--- src/uus_pkg.sv ---
// Package for the user unit scaling block: register indices, field layout, reset values and unit codes.
// Assumes a 32-bit APB register bus; byte address of a register is four times its index.
package uus_pkg;
  // Register indices.
  localparam logic [15:0] IDX_POS_UNIT = 16'h60a8;
  localparam logic [15:0] IDX_SPD_UNIT = 16'h60a9;
  localparam logic [15:0] IDX_CFG_BASE = 16'h7000;
  localparam logic [15:0] IDX_STATUS = 16'h7010;
  localparam int NUM_SLOTS = 16;
  // Slot numbers inside the configuration file.
  localparam logic [3:0] S_POS = 4'h0;
  localparam logic [3:0] S_SPD = 4'h1;
  localparam logic [3:0] S_ENC_INC = 4'h2;
  localparam logic [3:0] S_MOT_REV = 4'h3;
  localparam logic [3:0] S_GEAR_MOT = 4'h4;
  localparam logic [3:0] S_GEAR_DRV = 4'h5;
  localparam logic [3:0] S_FEED = 4'h6;
  localparam logic [3:0] S_FEED_REV = 4'h7;
  localparam logic [3:0] S_VEL_NUM = 4'h8;
  localparam logic [3:0] S_VEL_DEN = 4'h9;
  localparam logic [3:0] S_ACC_NUM = 4'ha;
  localparam logic [3:0] S_ACC_DEN = 4'hb;
  localparam logic [3:0] S_JRK_NUM = 4'hc;
  localparam logic [3:0] S_JRK_DEN = 4'hd;
  localparam logic [3:0] S_POLE = 4'he;
  localparam logic [3:0] S_CTRL = 4'hf;
  // Field positions.
  localparam int F_EXP_LSB = 24;
  localparam int F_UNIT_LSB = 16;
  localparam int F_TIME_LSB = 8;
  localparam int CTRL_OPEN_LOOP = 0;
  localparam int CTRL_THREE_PHASE = 1;
  localparam int ST_PENDING = 0;
  localparam int ST_POS_BAD = 1;
  localparam int ST_SPD_BAD = 2;
  localparam int ST_OP_EN = 3;
  // Reset values.
  localparam logic [31:0] POS_UNIT_RST = 32'hff410000;
  localparam logic [31:0] SPD_UNIT_RST = 32'h00b44700;
  localparam logic [31:0] RATIO_RST = 32'h00000001;
  localparam logic [31:0] CTRL_RST = 32'h00000000;
  // Position unit codes.
  localparam logic [7:0] U_DIMLESS = 8'h00;
  localparam logic [7:0] U_METER = 8'h01;
  localparam logic [7:0] U_INCH = 8'hc1;
  localparam logic [7:0] U_FOOT = 8'hc2;
  localparam logic [7:0] U_GRAD = 8'h40;
  localparam logic [7:0] U_RAD = 8'h10;
  localparam logic [7:0] U_DEG = 8'h41;
  localparam logic [7:0] U_AMIN = 8'h42;
  localparam logic [7:0] U_ASEC = 8'h43;
  localparam logic [7:0] U_MREV = 8'hb4;
  localparam logic [7:0] U_ENC = 8'hb5;
  localparam logic [7:0] U_STEP = 8'hac;
  localparam logic [7:0] U_EPOLE = 8'hc0;
  // Time unit codes and their length in seconds.
  localparam logic [7:0] T_SEC = 8'h03;
  localparam logic [7:0] T_MIN = 8'h47;
  localparam logic [7:0] T_HOUR = 8'h48;
  localparam logic [7:0] T_DAY = 8'h49;
  localparam logic [7:0] T_YEAR = 8'h4a;
  localparam logic [31:0] SEC_MIN = 32'h0000003c;
  localparam logic [31:0] SEC_HOUR = 32'h00000e10;
  localparam logic [31:0] SEC_DAY = 32'h00015180;
  localparam logic [31:0] SEC_YEAR = 32'h01e187e0;
  // Exponent range.
  localparam logic signed [7:0] EXP_MAX = 8'sh06;
  localparam logic signed [7:0] EXP_MIN = -8'sh06;
  // Native unit multipliers.
  localparam int ENC_OPEN_SHIFT = 16;
  localparam logic [47:0] STEP_2PH = 48'h4;
  localparam logic [47:0] STEP_3PH = 48'h6;

  typedef struct packed {
    logic signed [7:0] pos_exp;
    logic [7:0] pos_code;
    logic pos_gear;
    logic pos_feed;
    logic signed [7:0] spd_exp;
    logic [7:0] spd_code;
    logic [7:0] time_code;
    logic [31:0] time_sec;
    logic spd_gear;
    logic spd_feed;
    logic [47:0] rev_num;
    logic [31:0] rev_den;
    logic [31:0] res_num;
    logic [31:0] res_den;
    logic [31:0] gear_num;
    logic [31:0] gear_den;
    logic [31:0] feed_num;
    logic [31:0] feed_den;
    logic [31:0] vel_num;
    logic [31:0] vel_den;
    logic [31:0] acc_num;
    logic [31:0] acc_den;
    logic [31:0] jrk_num;
    logic [31:0] jrk_den;
  } uus_scale_t;
endpackage

--- src/uus_user_unit_scaling.sv ---
// User unit scaling: staged configuration over APB, applied set and decoded scaling outputs.
// Assumes op_enabled and velocity_mode come from logic on pclk; software owns the configuration.
// Notes on behaviour
// RL1: Changed settings wait while operation is enabled; applied once that state is left.
// RL2: Position word: unit code bits 16-23, exponent bits 24-31, low half zero.
// RL3: Speed word: time code 8-15, unit code 16-23, exponent 24-31, low byte zero.
// RL4: Angular codes 40h,10h,41h,42h,43h,B4h use gear ratio, ignore feed constant.
// RL5: Length codes 01h,C1h,C2h and dimensionless 00h use both gear and feed.
// RL6: Code B5h: no gear or feed; open loop revolution is pole pairs times 65536.
// RL7: Code ACh: no gear or feed; revolution is pole pairs times 4 or 6.
// RL8: Code C0h: no gear or feed; one unit is a revolution over pole pairs.
// RL9: Time codes: second 03h, minute 47h, hour 48h, day 49h, year 4Ah.
// RL10: Exponent is signed eight bits from +6 down to -6.
// RL11: Resolution is encoder increments over motor revolutions.
// RL12: Gear ratio is motor shaft revolutions over driving shaft revolutions.
// RL13: Feed constant is feed over output shaft revolutions.
// RL14: Speed unit scaled by velocity factor numerator over denominator.
// RL15: Acceleration unit is speed unit per second times acceleration factor.
// RL16: Jerk unit is acceleration unit per second times jerk factor.
// RL17: Velocity mode forces revolutions per minute, scaled only by its own factor.
// RL18: Software picks a position unit no coarser than four encoder resolutions.
// RL19: Invalid unit codes or exponents are refused; previous scaling stays.
//
// Added by the designer: the APB register port.
`timescale 1ns/1ps
module uus_user_unit_scaling #(
  parameter int ADDR_W = 17
) (
  // Clock and reset
  input wire logic pclk,
  input wire logic presetn,
  // APB slave
  input wire logic psel,
  input wire logic penable,
  input wire logic pwrite,
  input wire logic [ADDR_W-1:0] paddr,
  input wire logic [31:0] pwdata,
  output logic [31:0] prdata,
  output logic pready,
  output logic pslverr,
  // Drive state
  input wire logic op_enabled,
  input wire logic velocity_mode,
  input wire logic [31:0] vms_num,
  input wire logic [31:0] vms_den,
  // Applied scaling
  output uus_pkg::uus_scale_t scale
);
  import uus_pkg::*;

  // The index decode needs paddr[16:2]; a narrower bus could not reach the unit words.
  if (ADDR_W < 17)
  begin
    $error("ADDR_W too small for the register map");
  end

  function automatic logic pos_code_ok(input logic [7:0] c);
    pos_code_ok = (c == U_DIMLESS) || (c == U_METER) || (c == U_INCH) || (c == U_FOOT) ||
                  (c == U_GRAD) || (c == U_RAD) || (c == U_DEG) || (c == U_AMIN) ||
                  (c == U_ASEC) || (c == U_MREV) || (c == U_ENC) || (c == U_STEP) ||
                  (c == U_EPOLE);
  endfunction

  function automatic logic exp_ok(input logic [7:0] e);
    exp_ok = ($signed(e) <= EXP_MAX) && ($signed(e) >= EXP_MIN); // RL10
  endfunction

  function automatic logic [31:0] time_sec(input logic [7:0] t);
    unique case (t) // RL9
      T_SEC: time_sec = 32'h00000001;
      T_MIN: time_sec = SEC_MIN;
      T_HOUR: time_sec = SEC_HOUR;
      T_DAY: time_sec = SEC_DAY;
      T_YEAR: time_sec = SEC_YEAR;
      default: time_sec = 32'h00000000;
    endcase
  endfunction

  function automatic logic is_angular(input logic [7:0] c);
    is_angular = (c == U_GRAD) || (c == U_RAD) || (c == U_DEG) || (c == U_AMIN) ||
                 (c == U_ASEC) || (c == U_MREV);
  endfunction

  function automatic logic is_length(input logic [7:0] c);
    is_length = (c == U_METER) || (c == U_INCH) || (c == U_FOOT) || (c == U_DIMLESS);
  endfunction

  function automatic logic word_ok(input logic [31:0] w, input logic has_time);
    word_ok = pos_code_ok(w[F_UNIT_LSB +: 8]) && exp_ok(w[F_EXP_LSB +: 8]) && // RL19
              (!has_time || (time_sec(w[F_TIME_LSB +: 8]) != 32'h0));
  endfunction

  logic [31:0] cfg_r [NUM_SLOTS];
  logic [31:0] act_r [NUM_SLOTS];
  logic [31:0] act_nxt [NUM_SLOTS];
  logic pos_bad_r;
  logic spd_bad_r;
  logic [31:0] prdata_r;
  uus_scale_t scale_r;
  uus_scale_t scale_nxt;

  // Address decode.
  wire [15:0] idx = 16'(paddr[ADDR_W-1:2]);
  wire word_al = (paddr[1:0] == 2'b00);
  wire hit_pos = word_al && (idx == IDX_POS_UNIT);
  wire hit_spd = word_al && (idx == IDX_SPD_UNIT);
  wire hit_own = word_al && (idx[15:4] == IDX_CFG_BASE[15:4]);
  wire hit_st = word_al && (idx == IDX_STATUS);
  wire hit_cfg = hit_pos || hit_spd || (hit_own && idx[3:0] > S_SPD);
  wire [3:0] slot = hit_pos ? S_POS : hit_spd ? S_SPD : idx[3:0];
  wire mapped = hit_cfg || hit_st;
  wire access = psel && penable;
  wire wr_cfg = access && pwrite && hit_cfg;
  wire wr_st = access && pwrite && hit_st;
  wire setup_rd = psel && !penable && !pwrite;

  // Reserved bits of the unit words are forced to zero on write.
  wire [31:0] wmask = (slot == S_POS) ? 32'hffff0000 : (slot == S_SPD) ? 32'hffffff00 : 32'hffffffff; // RL2 RL3
  wire [31:0] wval = pwdata & wmask;

  wire pos_ok = word_ok(cfg_r[S_POS], 1'b0);
  wire spd_ok = word_ok(cfg_r[S_SPD], 1'b1);
  wire wr_bad_pos = wr_cfg && (slot == S_POS) && !word_ok(wval, 1'b0); // RL19
  wire wr_bad_spd = wr_cfg && (slot == S_SPD) && !word_ok(wval, 1'b1); // RL19

  logic pending;
  always_comb
  begin
    pending = 1'b0;
    for (int s = 0; s < NUM_SLOTS; s++)
    begin
      pending = pending || (cfg_r[s] != act_r[s]);
      // Only outside operation enabled may staged values move to the applied set.
      if (!op_enabled && (s != S_POS || pos_ok) && (s != S_SPD || spd_ok)) // RL1 RL19
        act_nxt[s] = cfg_r[s];
      else
        act_nxt[s] = act_r[s];
    end
  end

  wire [31:0] status = {28'h0, op_enabled, spd_bad_r, pos_bad_r, pending};
  wire [31:0] rd_mux = hit_st ? status : hit_cfg ? cfg_r[slot] : 32'h0;

  assign pready = 1'b1;
  assign pslverr = psel && penable && !mapped;
  assign prdata = prdata_r;
  assign scale = scale_r;

  // Decode of the applied set.
  wire [31:0] ap_pos = act_r[S_POS];
  wire [31:0] ap_spd = velocity_mode ? SPD_UNIT_RST : act_r[S_SPD]; // RL17
  wire [7:0] pcode = ap_pos[F_UNIT_LSB +: 8];
  wire [7:0] scode = ap_spd[F_UNIT_LSB +: 8];
  wire [31:0] pp = act_r[S_POLE];
  wire open_loop = act_r[S_CTRL][CTRL_OPEN_LOOP];
  wire three_ph = act_r[S_CTRL][CTRL_THREE_PHASE];

  always_comb
  begin
    scale_nxt = '0;
    scale_nxt.pos_exp = ap_pos[F_EXP_LSB +: 8]; // RL2 RL10
    scale_nxt.pos_code = pcode;
    scale_nxt.pos_gear = is_angular(pcode) || is_length(pcode); // RL4 RL5
    scale_nxt.pos_feed = is_length(pcode); // RL5
    scale_nxt.spd_exp = ap_spd[F_EXP_LSB +: 8]; // RL3
    scale_nxt.spd_code = scode;
    scale_nxt.time_code = ap_spd[F_TIME_LSB +: 8];
    scale_nxt.time_sec = time_sec(ap_spd[F_TIME_LSB +: 8]); // RL9
    scale_nxt.spd_gear = is_angular(scode) || is_length(scode); // RL4 RL5
    scale_nxt.spd_feed = is_length(scode);
    scale_nxt.rev_den = 32'h1;
    if (pcode == U_ENC && open_loop)
      scale_nxt.rev_num = {pp, 16'h0}; // RL6
    else if (pcode == U_ENC)
    begin
      scale_nxt.rev_num = {16'h0, act_r[S_ENC_INC]}; // RL6
      scale_nxt.rev_den = act_r[S_MOT_REV];
    end
    else if (pcode == U_STEP)
      scale_nxt.rev_num = three_ph ? 48'({pp, 2'b0}) + 48'({pp, 1'b0}) : 48'({pp, 2'b0}); // RL7
    else if (pcode == U_EPOLE)
      scale_nxt.rev_num = {16'h0, pp}; // RL8
    scale_nxt.res_num = act_r[S_ENC_INC]; // RL11
    scale_nxt.res_den = act_r[S_MOT_REV];
    scale_nxt.gear_num = act_r[S_GEAR_MOT]; // RL12
    scale_nxt.gear_den = act_r[S_GEAR_DRV];
    scale_nxt.feed_num = act_r[S_FEED]; // RL13
    scale_nxt.feed_den = act_r[S_FEED_REV];
    scale_nxt.vel_num = velocity_mode ? vms_num : act_r[S_VEL_NUM]; // RL14 RL17
    scale_nxt.vel_den = velocity_mode ? vms_den : act_r[S_VEL_DEN];
    // The per-second step is implied by the unit; only the factor is carried.
    scale_nxt.acc_num = act_r[S_ACC_NUM]; // RL15
    scale_nxt.acc_den = act_r[S_ACC_DEN];
    scale_nxt.jrk_num = act_r[S_JRK_NUM]; // RL16
    scale_nxt.jrk_den = act_r[S_JRK_DEN];
  end

  always_ff @(posedge pclk or negedge presetn)
  begin
    if (!presetn)
    begin
      for (int s = 0; s < NUM_SLOTS; s++)
      begin
        cfg_r[s] <= (s == S_POS) ? POS_UNIT_RST : (s == S_SPD) ? SPD_UNIT_RST :
                    (s == S_CTRL) ? CTRL_RST : RATIO_RST;
        act_r[s] <= (s == S_POS) ? POS_UNIT_RST : (s == S_SPD) ? SPD_UNIT_RST :
                    (s == S_CTRL) ? CTRL_RST : RATIO_RST;
      end
    end
    else
    begin
      act_r <= act_nxt;
      if (wr_cfg)
        cfg_r[slot] <= wval;
    end
  end

  // Error flags: a new bad write wins over a write-one clear in the same cycle.
  always_ff @(posedge pclk or negedge presetn)
  begin
    if (!presetn)
    begin
      pos_bad_r <= 1'b0;
      spd_bad_r <= 1'b0;
      prdata_r <= 32'h0;
      scale_r <= '0;
    end
    else
    begin
      pos_bad_r <= wr_bad_pos || (pos_bad_r && !(wr_st && pwdata[ST_POS_BAD])); // RL19
      spd_bad_r <= wr_bad_spd || (spd_bad_r && !(wr_st && pwdata[ST_SPD_BAD])); // RL19
      if (setup_rd)
        prdata_r <= rd_mux;
      scale_r <= scale_nxt;
    end
  end

  property p_defer;
    @(posedge pclk) disable iff (!presetn)
    op_enabled |=> $stable(act_r[S_POS]) && $stable(act_r[S_SPD]) && $stable(act_r[S_GEAR_MOT]);
  endproperty
  a_defer: assert property (p_defer) else $error("Applied scaling changed while enabled."); // RL1

  property p_apply;
    @(posedge pclk) disable iff (!presetn)
    !op_enabled && pos_ok |=> act_r[S_POS] == $past(cfg_r[S_POS]) ##1
      scale_r.pos_code == $past(cfg_r[S_POS][23:16], 2);
  endproperty
  a_apply: assert property (p_apply) else $error("Valid position unit not applied."); // RL1

  property p_keep_bad;
    @(posedge pclk) disable iff (!presetn)
    !spd_ok |=> $stable(act_r[S_SPD]);
  endproperty
  a_keep_bad: assert property (p_keep_bad) else $error("Invalid speed unit was applied."); // RL19

  property p_pos_rsv;
    @(posedge pclk) disable iff (!presetn)
    wr_cfg && slot == S_POS |=> cfg_r[S_POS][15:0] == 16'h0 && cfg_r[S_POS][31:16] == $past(pwdata[31:16]);
  endproperty
  a_pos_rsv: assert property (p_pos_rsv) else $error("Position word layout wrong."); // RL2

  property p_spd_rsv;
    @(posedge pclk) disable iff (!presetn)
    wr_cfg && slot == S_SPD |=> cfg_r[S_SPD][7:0] == 8'h0 && cfg_r[S_SPD][31:8] == $past(pwdata[31:8]);
  endproperty
  a_spd_rsv: assert property (p_spd_rsv) else $error("Speed word layout wrong."); // RL3

  property p_angular;
    @(posedge pclk) disable iff (!presetn)
    presetn && (pcode == U_MREV || pcode == U_DEG) |=> scale_r.pos_gear && !scale_r.pos_feed;
  endproperty
  a_angular: assert property (p_angular) else $error("Angular unit scaling wrong."); // RL4

  property p_enc_open;
    @(posedge pclk) disable iff (!presetn)
    pcode == U_ENC && open_loop |=> scale_r.rev_num == {$past(pp), 16'h0} && !scale_r.pos_gear;
  endproperty
  a_enc_open: assert property (p_enc_open) else $error("Open loop increments wrong."); // RL6

  property p_step2;
    @(posedge pclk) disable iff (!presetn)
    pcode == U_STEP && !three_ph |=> scale_r.rev_num == 48'({$past(pp), 2'b0}) && !scale_r.pos_feed;
  endproperty
  a_step2: assert property (p_step2) else $error("Step count wrong."); // RL7

  property p_vel_mode;
    @(posedge pclk) disable iff (!presetn)
    velocity_mode |=> scale_r.spd_code == U_MREV && scale_r.time_sec == SEC_MIN && scale_r.vel_num == $past(vms_num);
  endproperty
  a_vel_mode: assert property (p_vel_mode) else $error("Velocity mode unit not forced."); // RL17

  property p_bad_flag;
    @(posedge pclk) disable iff (!presetn)
    wr_bad_pos |=> pos_bad_r ##1 (pos_bad_r || $past(wr_st));
  endproperty
  a_bad_flag: assert property (p_bad_flag) else $error("Bad position write not flagged."); // RL19

  property p_length;
    @(posedge pclk) disable iff (!presetn)
    pcode == U_INCH || pcode == U_DIMLESS |=> scale_r.pos_gear && scale_r.pos_feed;
  endproperty
  a_length: assert property (p_length) else $error("Length unit lost gear or feed."); // RL5

  property p_spd_length;
    @(posedge pclk) disable iff (!presetn)
    scode == U_METER |=> scale_r.spd_gear && scale_r.spd_feed;
  endproperty
  a_spd_length: assert property (p_spd_length) else $error("Speed length unit lost gear or feed."); // RL5

  property p_enc_closed;
    @(posedge pclk) disable iff (!presetn)
    pcode == U_ENC && !open_loop |=> !scale_r.pos_feed && scale_r.rev_den == $past(act_r[S_MOT_REV]) &&
      scale_r.rev_num == {16'h0, $past(act_r[S_ENC_INC])};
  endproperty
  a_enc_closed: assert property (p_enc_closed) else $error("Closed loop increments wrong."); // RL6

  property p_step3;
    @(posedge pclk) disable iff (!presetn)
    pcode == U_STEP && three_ph |=> scale_r.rev_num == 48'($past(pp)) * STEP_3PH && !scale_r.pos_gear;
  endproperty
  a_step3: assert property (p_step3) else $error("Three phase step count wrong."); // RL7

  property p_epole;
    @(posedge pclk) disable iff (!presetn)
    pcode == U_EPOLE |=> scale_r.rev_num == {16'h0, $past(pp)} && scale_r.rev_den == 32'h1 && !scale_r.pos_feed;
  endproperty
  a_epole: assert property (p_epole) else $error("Electrical pole unit wrong."); // RL8

  property p_hour;
    @(posedge pclk) disable iff (!presetn)
    ap_spd[F_TIME_LSB +: 8] == T_HOUR |=> scale_r.time_sec == SEC_HOUR;
  endproperty
  a_hour: assert property (p_hour) else $error("Hour length wrong."); // RL9

  property p_year;
    @(posedge pclk) disable iff (!presetn)
    ap_spd[F_TIME_LSB +: 8] == T_YEAR |=> scale_r.time_sec == SEC_YEAR;
  endproperty
  a_year: assert property (p_year) else $error("Year length wrong."); // RL9

  property p_exp_range;
    @(posedge pclk) disable iff (!presetn)
    presetn |=> scale_r.pos_exp <= EXP_MAX && scale_r.pos_exp >= EXP_MIN &&
      scale_r.spd_exp <= EXP_MAX && scale_r.spd_exp >= EXP_MIN;
  endproperty
  a_exp_range: assert property (p_exp_range) else $error("Applied exponent out of range."); // RL10

  property p_res;
    @(posedge pclk) disable iff (!presetn)
    presetn |=> scale_r.res_num == $past(act_r[S_ENC_INC]) && scale_r.res_den == $past(act_r[S_MOT_REV]);
  endproperty
  a_res: assert property (p_res) else $error("Resolution ratio wrong."); // RL11

  property p_gear;
    @(posedge pclk) disable iff (!presetn)
    presetn |=> scale_r.gear_num == $past(act_r[S_GEAR_MOT]) && scale_r.gear_den == $past(act_r[S_GEAR_DRV]);
  endproperty
  a_gear: assert property (p_gear) else $error("Gear ratio wrong."); // RL12

  property p_feed;
    @(posedge pclk) disable iff (!presetn)
    presetn |=> scale_r.feed_num == $past(act_r[S_FEED]) && scale_r.feed_den == $past(act_r[S_FEED_REV]);
  endproperty
  a_feed: assert property (p_feed) else $error("Feed constant wrong."); // RL13

  property p_vel;
    @(posedge pclk) disable iff (!presetn)
    presetn && !velocity_mode |=> scale_r.vel_num == $past(act_r[S_VEL_NUM]) &&
      scale_r.vel_den == $past(act_r[S_VEL_DEN]);
  endproperty
  a_vel: assert property (p_vel) else $error("Velocity factor wrong."); // RL14

  property p_acc;
    @(posedge pclk) disable iff (!presetn)
    presetn |=> scale_r.acc_num == $past(act_r[S_ACC_NUM]) && scale_r.acc_den == $past(act_r[S_ACC_DEN]);
  endproperty
  a_acc: assert property (p_acc) else $error("Acceleration factor wrong."); // RL15

  property p_jrk;
    @(posedge pclk) disable iff (!presetn)
    presetn |=> scale_r.jrk_num == $past(act_r[S_JRK_NUM]) && scale_r.jrk_den == $past(act_r[S_JRK_DEN]);
  endproperty
  a_jrk: assert property (p_jrk) else $error("Jerk factor wrong."); // RL16
endmodule

--- config.mk ---
export PLATFORM = sky130hd
export DESIGN_NAME = uus_user_unit_scaling
export DESIGN_NICKNAME = d
export VERILOG_FILES = /design/src/uus_pkg.sv /design/src/uus_user_unit_scaling.sv
export SDC_FILE = /design/constraint.sdc
export NUM_CORES = 2
export LEC_CHECK = 0
export ABC_AREA = 0
export BUFFER_PORTS_ARGS = -buffer_cell sky130_fd_sc_hd__buf_2
export CAP_MARGIN = 20
export CORE_MARGIN = 5
export CORE_UTILIZATION = 59
export CTS_BUF_LIST = sky130_fd_sc_hd__clkbuf_16
export CTS_CLUSTER_DIAMETER = 80
export DETAILED_ROUTE_END_ITERATION = 16
export GPL_TIMING_DRIVEN = 0
export PLACE_DENSITY = 0.8
export SYNTH_ARGS = -nofsm -noshare
export SYNTH_HDL_FRONTEND = slang
export SYNTH_SLANG_ARGS = --single-unit
--- constraint.sdc ---
create_clock -name pclk -period 3.9 [get_ports pclk]
set_input_delay 0.585 -clock pclk [delete_from_list [all_inputs] [get_ports pclk]]
set_output_delay 0.585 -clock pclk [all_outputs]
set_load 0.05 [all_outputs]
==> impl_metrics.sql <==
INSERT INTO impl_metrics (metric_group, metric, value, unit) VALUES
('critical_path', 'critical-path-max-stage-delay', '0.88', 'ns'),
('status', 'violations', 'setup timing', ''),
('pwr', 'p_comb_frac', '0.055', ''),
('detailed_routing', 'route.final.wire_length', '307000', 'µm'),
('finish', 'num-nets-final', '5998', ''),
('detailed_routing', 'vias', '50867', ''),
('place', 'hpwl', '239000', 'µm'),
('synthesis', 'synth_simple_gate_area_share', '0.0672', ''),
('pwr', 'clockPowerShare', '0.449', ''),
('flow_run', 'maxCapViolations', '0', ''),
('global_routing', 'grt_antenna_before_repair', '57', ''),
('sta', 'layout_setup_ws', '-0.305', 'ns'),
('global_routing', 'globalRouteOverflowTotal', '0', ''),
('detailed_routing', 'first_iteration_detailed_routing_drc_count', '7671', ''),
('critical_path', 'critPathLaunch', 'pp[6]', ''),
('global_routing', 'grt_start_max_net_pins', '185', ''),
('detailed_routing', 'drc', '0', ''),
('synthesis', 'synth_cells', '4940', ''),
('synthesis', 'ys_types', '78', ''),
('clock_network', 'clock_buffers_created_by_tritoncts', '157', ''),
('sta', 'fin_crit_sh', '1.08', ''),
('synthesis', 'synth_enable_flop_cells', '0', ''),
('sta', 'maxSlewViolCount', '0', ''),
('finish', 'syn_to_final_growth', '17.5', '%'),
('pwr', 'sw_frac_of_total', '0.248', ''),
('pwr', 'cellLeakagePower', '38.5', 'nW'),
('critical_path', 'critPathRequiredTime', '4.52', 'ns'),
('pwr', 'power_switching', '8.21', 'mW'),
('critical_path', 'startpoint_of_the_worst_slack_reg_to_reg_timing_path', 'pp[6]', ''),
('synthesis', 'yosys.area_share.adder', '0.00637', ''),
('hold_path', 'timing.hold.worst.class', 'input pin to register', ''),
('synthesis', 'muxShareOfSynthArea', '0.184', ''),
('place', 'placement.io_buffers', '665', ''),
('die', 'dieWidth', '344', 'µm'),
('die', 'design.core.area', '111000', 'µm²'),
('clock_network', 'clk_latency', '0.80', 'ns'),
('synthesis', 'synth-warning-count', '0', ''),
('pwr', 'worst_ir_drop_vdd', '0.404', 'mV'),
('global_routing', 'first_global_vias', '48698', ''),
('clock_network', 'post_cts.repair.setup_buffers', '0', ''),
('status', 'status', 'complete, but fails checks', ''),
('die', 'start_util', '0.595', ''),
('critical_path', 'worstSetupPathType', 'register to register', ''),
('pwr', 'post-layout-total-power', '33.0', 'mW'),
('critical_path', 'crit_slowest_cell', 'nor4_1', ''),
('sta', 'timing.final.setup_violations', '1', ''),
('sta', 'fin_tns_setup', '-0.305', 'ns'),
('place', 'placement.setup.worst_slack', '-0.824', 'ns'),
('finish', 'post_route_cells_drive_above_1_share', '0.341', ''),
('clock_network', 'tritoncts_num_sinks', '1575', ''),
('clock_network', 'clockRootBuffer', 'clkbuf_16', ''),
('synthesis', 'synth-compound-area-share', '0.0537', ''),
('clock_network', 'htree_levels', '4', ''),
('sta', 'maxSlewHeadroom', '0.0885', ''),
('sta', 'layout_min_cycle_time', '4.20', 'ns'),
('critical_path', 'worstPathCellList', 'xnor2_2, nand4_1, nor4_1, nand4_1, nor4_1, nand4_1, o21ai_0, o31a_1, o21ai_0', ''),
('detailed_routing', 'vias_per_cell', '6.78', ''),
('pwr', 'power_frac_seq', '0.496', ''),
('critical_path', 'crit_path_end_kind', 'register', ''),
('die', 'dieArea', '119000', 'µm²'),
('critical_path', 'worst_ep_arrival_time', '4.82', 'ns'),
('clock_network', 'worst_setup_hold_path_clk_slew', '0.06', 'ns'),
('synthesis', 'postSynthAreaPerCell', '13.4', 'µm²'),
('sta', 'achievable-frequency', '238', 'MHz'),
('sta', 'grt_setup_unrepaired', 'no', ''),
('clock_network', 'tritoncts', 'done', ''),
('global_routing', 'grt_pass1_wl', '407000', 'µm'),
('critical_path', 'worst_flop_to_flop_path_endpoint', 'prdata[0]', ''),
('synthesis', 'postSynthRegisterBits', '1575', ''),
('place', 'place.gp.congestion', '1.13', ''),
('critical_path', 'critPathCapture', 'prdata[0]', '');
-- cells in the mapped netlist, types with 6 or more instances --
cell / count / area [µm²]
buf_2: 47 / 235
mux2i_1: 50 / 500
a21oi_1: 46 / 230
o21ai_0: 359 / 1800
o41ai_1: 26 / 228
nand3b_1: 6 / 45.0
nor2b_1: 31 / 194
nand2b_1: 21 / 131
clkbuf_1: 208 / 781
a21o_1: 23 / 173
nor4_1: 44 / 275
a22o_1: 6 / 52.6
mux4_2: 128 / 2880
xnor2_1: 463 / 4060
a211oi_1: 9 / 67.6
mux2_2: 766 / 8630
o211ai_1: 7 / 52.6
o22ai_1: 19 / 119
dfrtp_1: 1513 / 37900
and3_1: 19 / 119
buf_1: 25 / 93.8
a221oi_1: 6 / 52.6
dfstp_2: 62 / 1630
nand4_1: 128 / 801
a22oi_1: 13 / 97.6
a31oi_1: 8 / 50.1
nor3_1: 20 / 100
a222oi_1: 12 / 120
o2bb2ai_1: 7 / 61.3
inv_1: 68 / 255
nand2_1: 434 / 1630
or3_1: 9 / 56.3
nor2_1: 84 / 315
buf_4: 25 / 188
mux2_4: 9 / 135
xor2_1: 32 / 280
ha_1: 32 / 400
nand3_1: 26 / 130
and2_1: 57 / 357
-- per-layer routing --
metal,part of all wire,wire length [µm],GRT usage,vias up
met5,0.0011,348,0.00613,-
li1,-,-,-,19236
met1,0.33,101000,0.609,25769
met2,0.41,126000,0.709,4553
met3,0.15,46500,0.251,1283
met4,0.11,33500,0.422,26
-- worst min-delay path by stage --
stage	end	slack, ns	start	depth (start not counted)
2_1_floorplan	act_r[0]	0.29	presetn	0
3_3_place_gp	scale[525]	0.36	ap_pos[17]	0
3_5_place_dp	scale[525]	0.37	ap_pos[17]	0
4_1_cts	scale[167]	0.006	vms_num[7]	2
5_1_grt	scale[168]	0.03	vms_num[8]	2
6_report	scale[167]	0.02	vms_num[7]	2
-- power by group through the flow --
| stage | logic, mW | clock network, mW | registers [mW] |
|---|---|---|---|
| final | 1.81 | 14.8 | 16.4 |
| after CTS | 1.70 | 14.7 | 16.4 |
| after global routing | 1.83 | 15.4 | 16.4 |
| after floorplan | 0.499 | 0 | 16.9 |
| after global placement | 1.59 | 0 | 16.7 |
| after detailed placement | 1.69 | 0 | 16.7 |
-- kinds of logic after synthesis --
family	Yosys count
mux	955
xor+xnor	495
compound gates	592
other cells	2
flops	1575
fa+ha+maj	33
simple gates	913
buf+inv	375
-- registers in the layout (all words and copies together) (netlist names) --
name and count:
scale 517, ap_pos 32, act_r 448, pp 32, prdata 32, pos_bad_r 1
spd_bad_r 1, cfg_r 512
-- layout make-up --
cell class              count  area (µm²)  share of cell area
repair buffers            736        4450              0.0574
well taps                1488        1860              0.0240
clock inverters           130         873              0.0113
inverters                  68         255             0.00329
multi-input cells        3002       25100               0.324
plain buffers             305        1330              0.0171
flip-flops and latches   1575       39500               0.509
diodes                     40         100             0.00129
clock buffers             161        4030              0.0520
-- cells in the final DEF (no fill, tap or decap), types with 35 or more instances in the layout --
cell type  netlist  routed
o21ai_0        359     359
mux2i_1         50      50
clkinv_2         0      35
xnor2_1        463     450
a21oi_1         46      46
nor4_1          44      37
clkbuf_16        0     161
buf_4           25      38
dfstp_2         62      62
dfrtp_1       1513    1513
nand4_1        128     128
buf_2           47     713
nor2_1          84      84
inv_1           68     111
and2_1          57      57
mux4_2         128     128
clkbuf_1       208     199
mux2_2         766     766
diode_2          0      40
nand2_1        434     434
-- per-stage QoR --
stage,std cells,hold WS (ns),utilization,cell area (µm²)
finish,7505,0.0223,0.699,77500
detailed placement,7146,0.365,0.650,72000
CTS,7439,0.00625,0.695,77000
floorplan,4952,0.289,-,66000
global route,7468,0.0346,0.699,77400
global placement,7105,0.355,0.643,71200
-- worst max-delay path, delay by kind of cell (launching register included) --
family / cells / cell delay [ns]
simple gates: 5 / 2.06
compound gates: 3 / 0.71
xor+xnor: 1 / 0.65
flops: 1 / 0.61
-- timing repair --
action,in CTS,in global routing
cloned,0,0
resized for setup,13,13
hold buffers,3,0
endpoints found under the setup margin,4,8
pin swaps,1,1
hold endpoints to repair,73,0
Note: power is estimated with default switching activity, not from simulation.
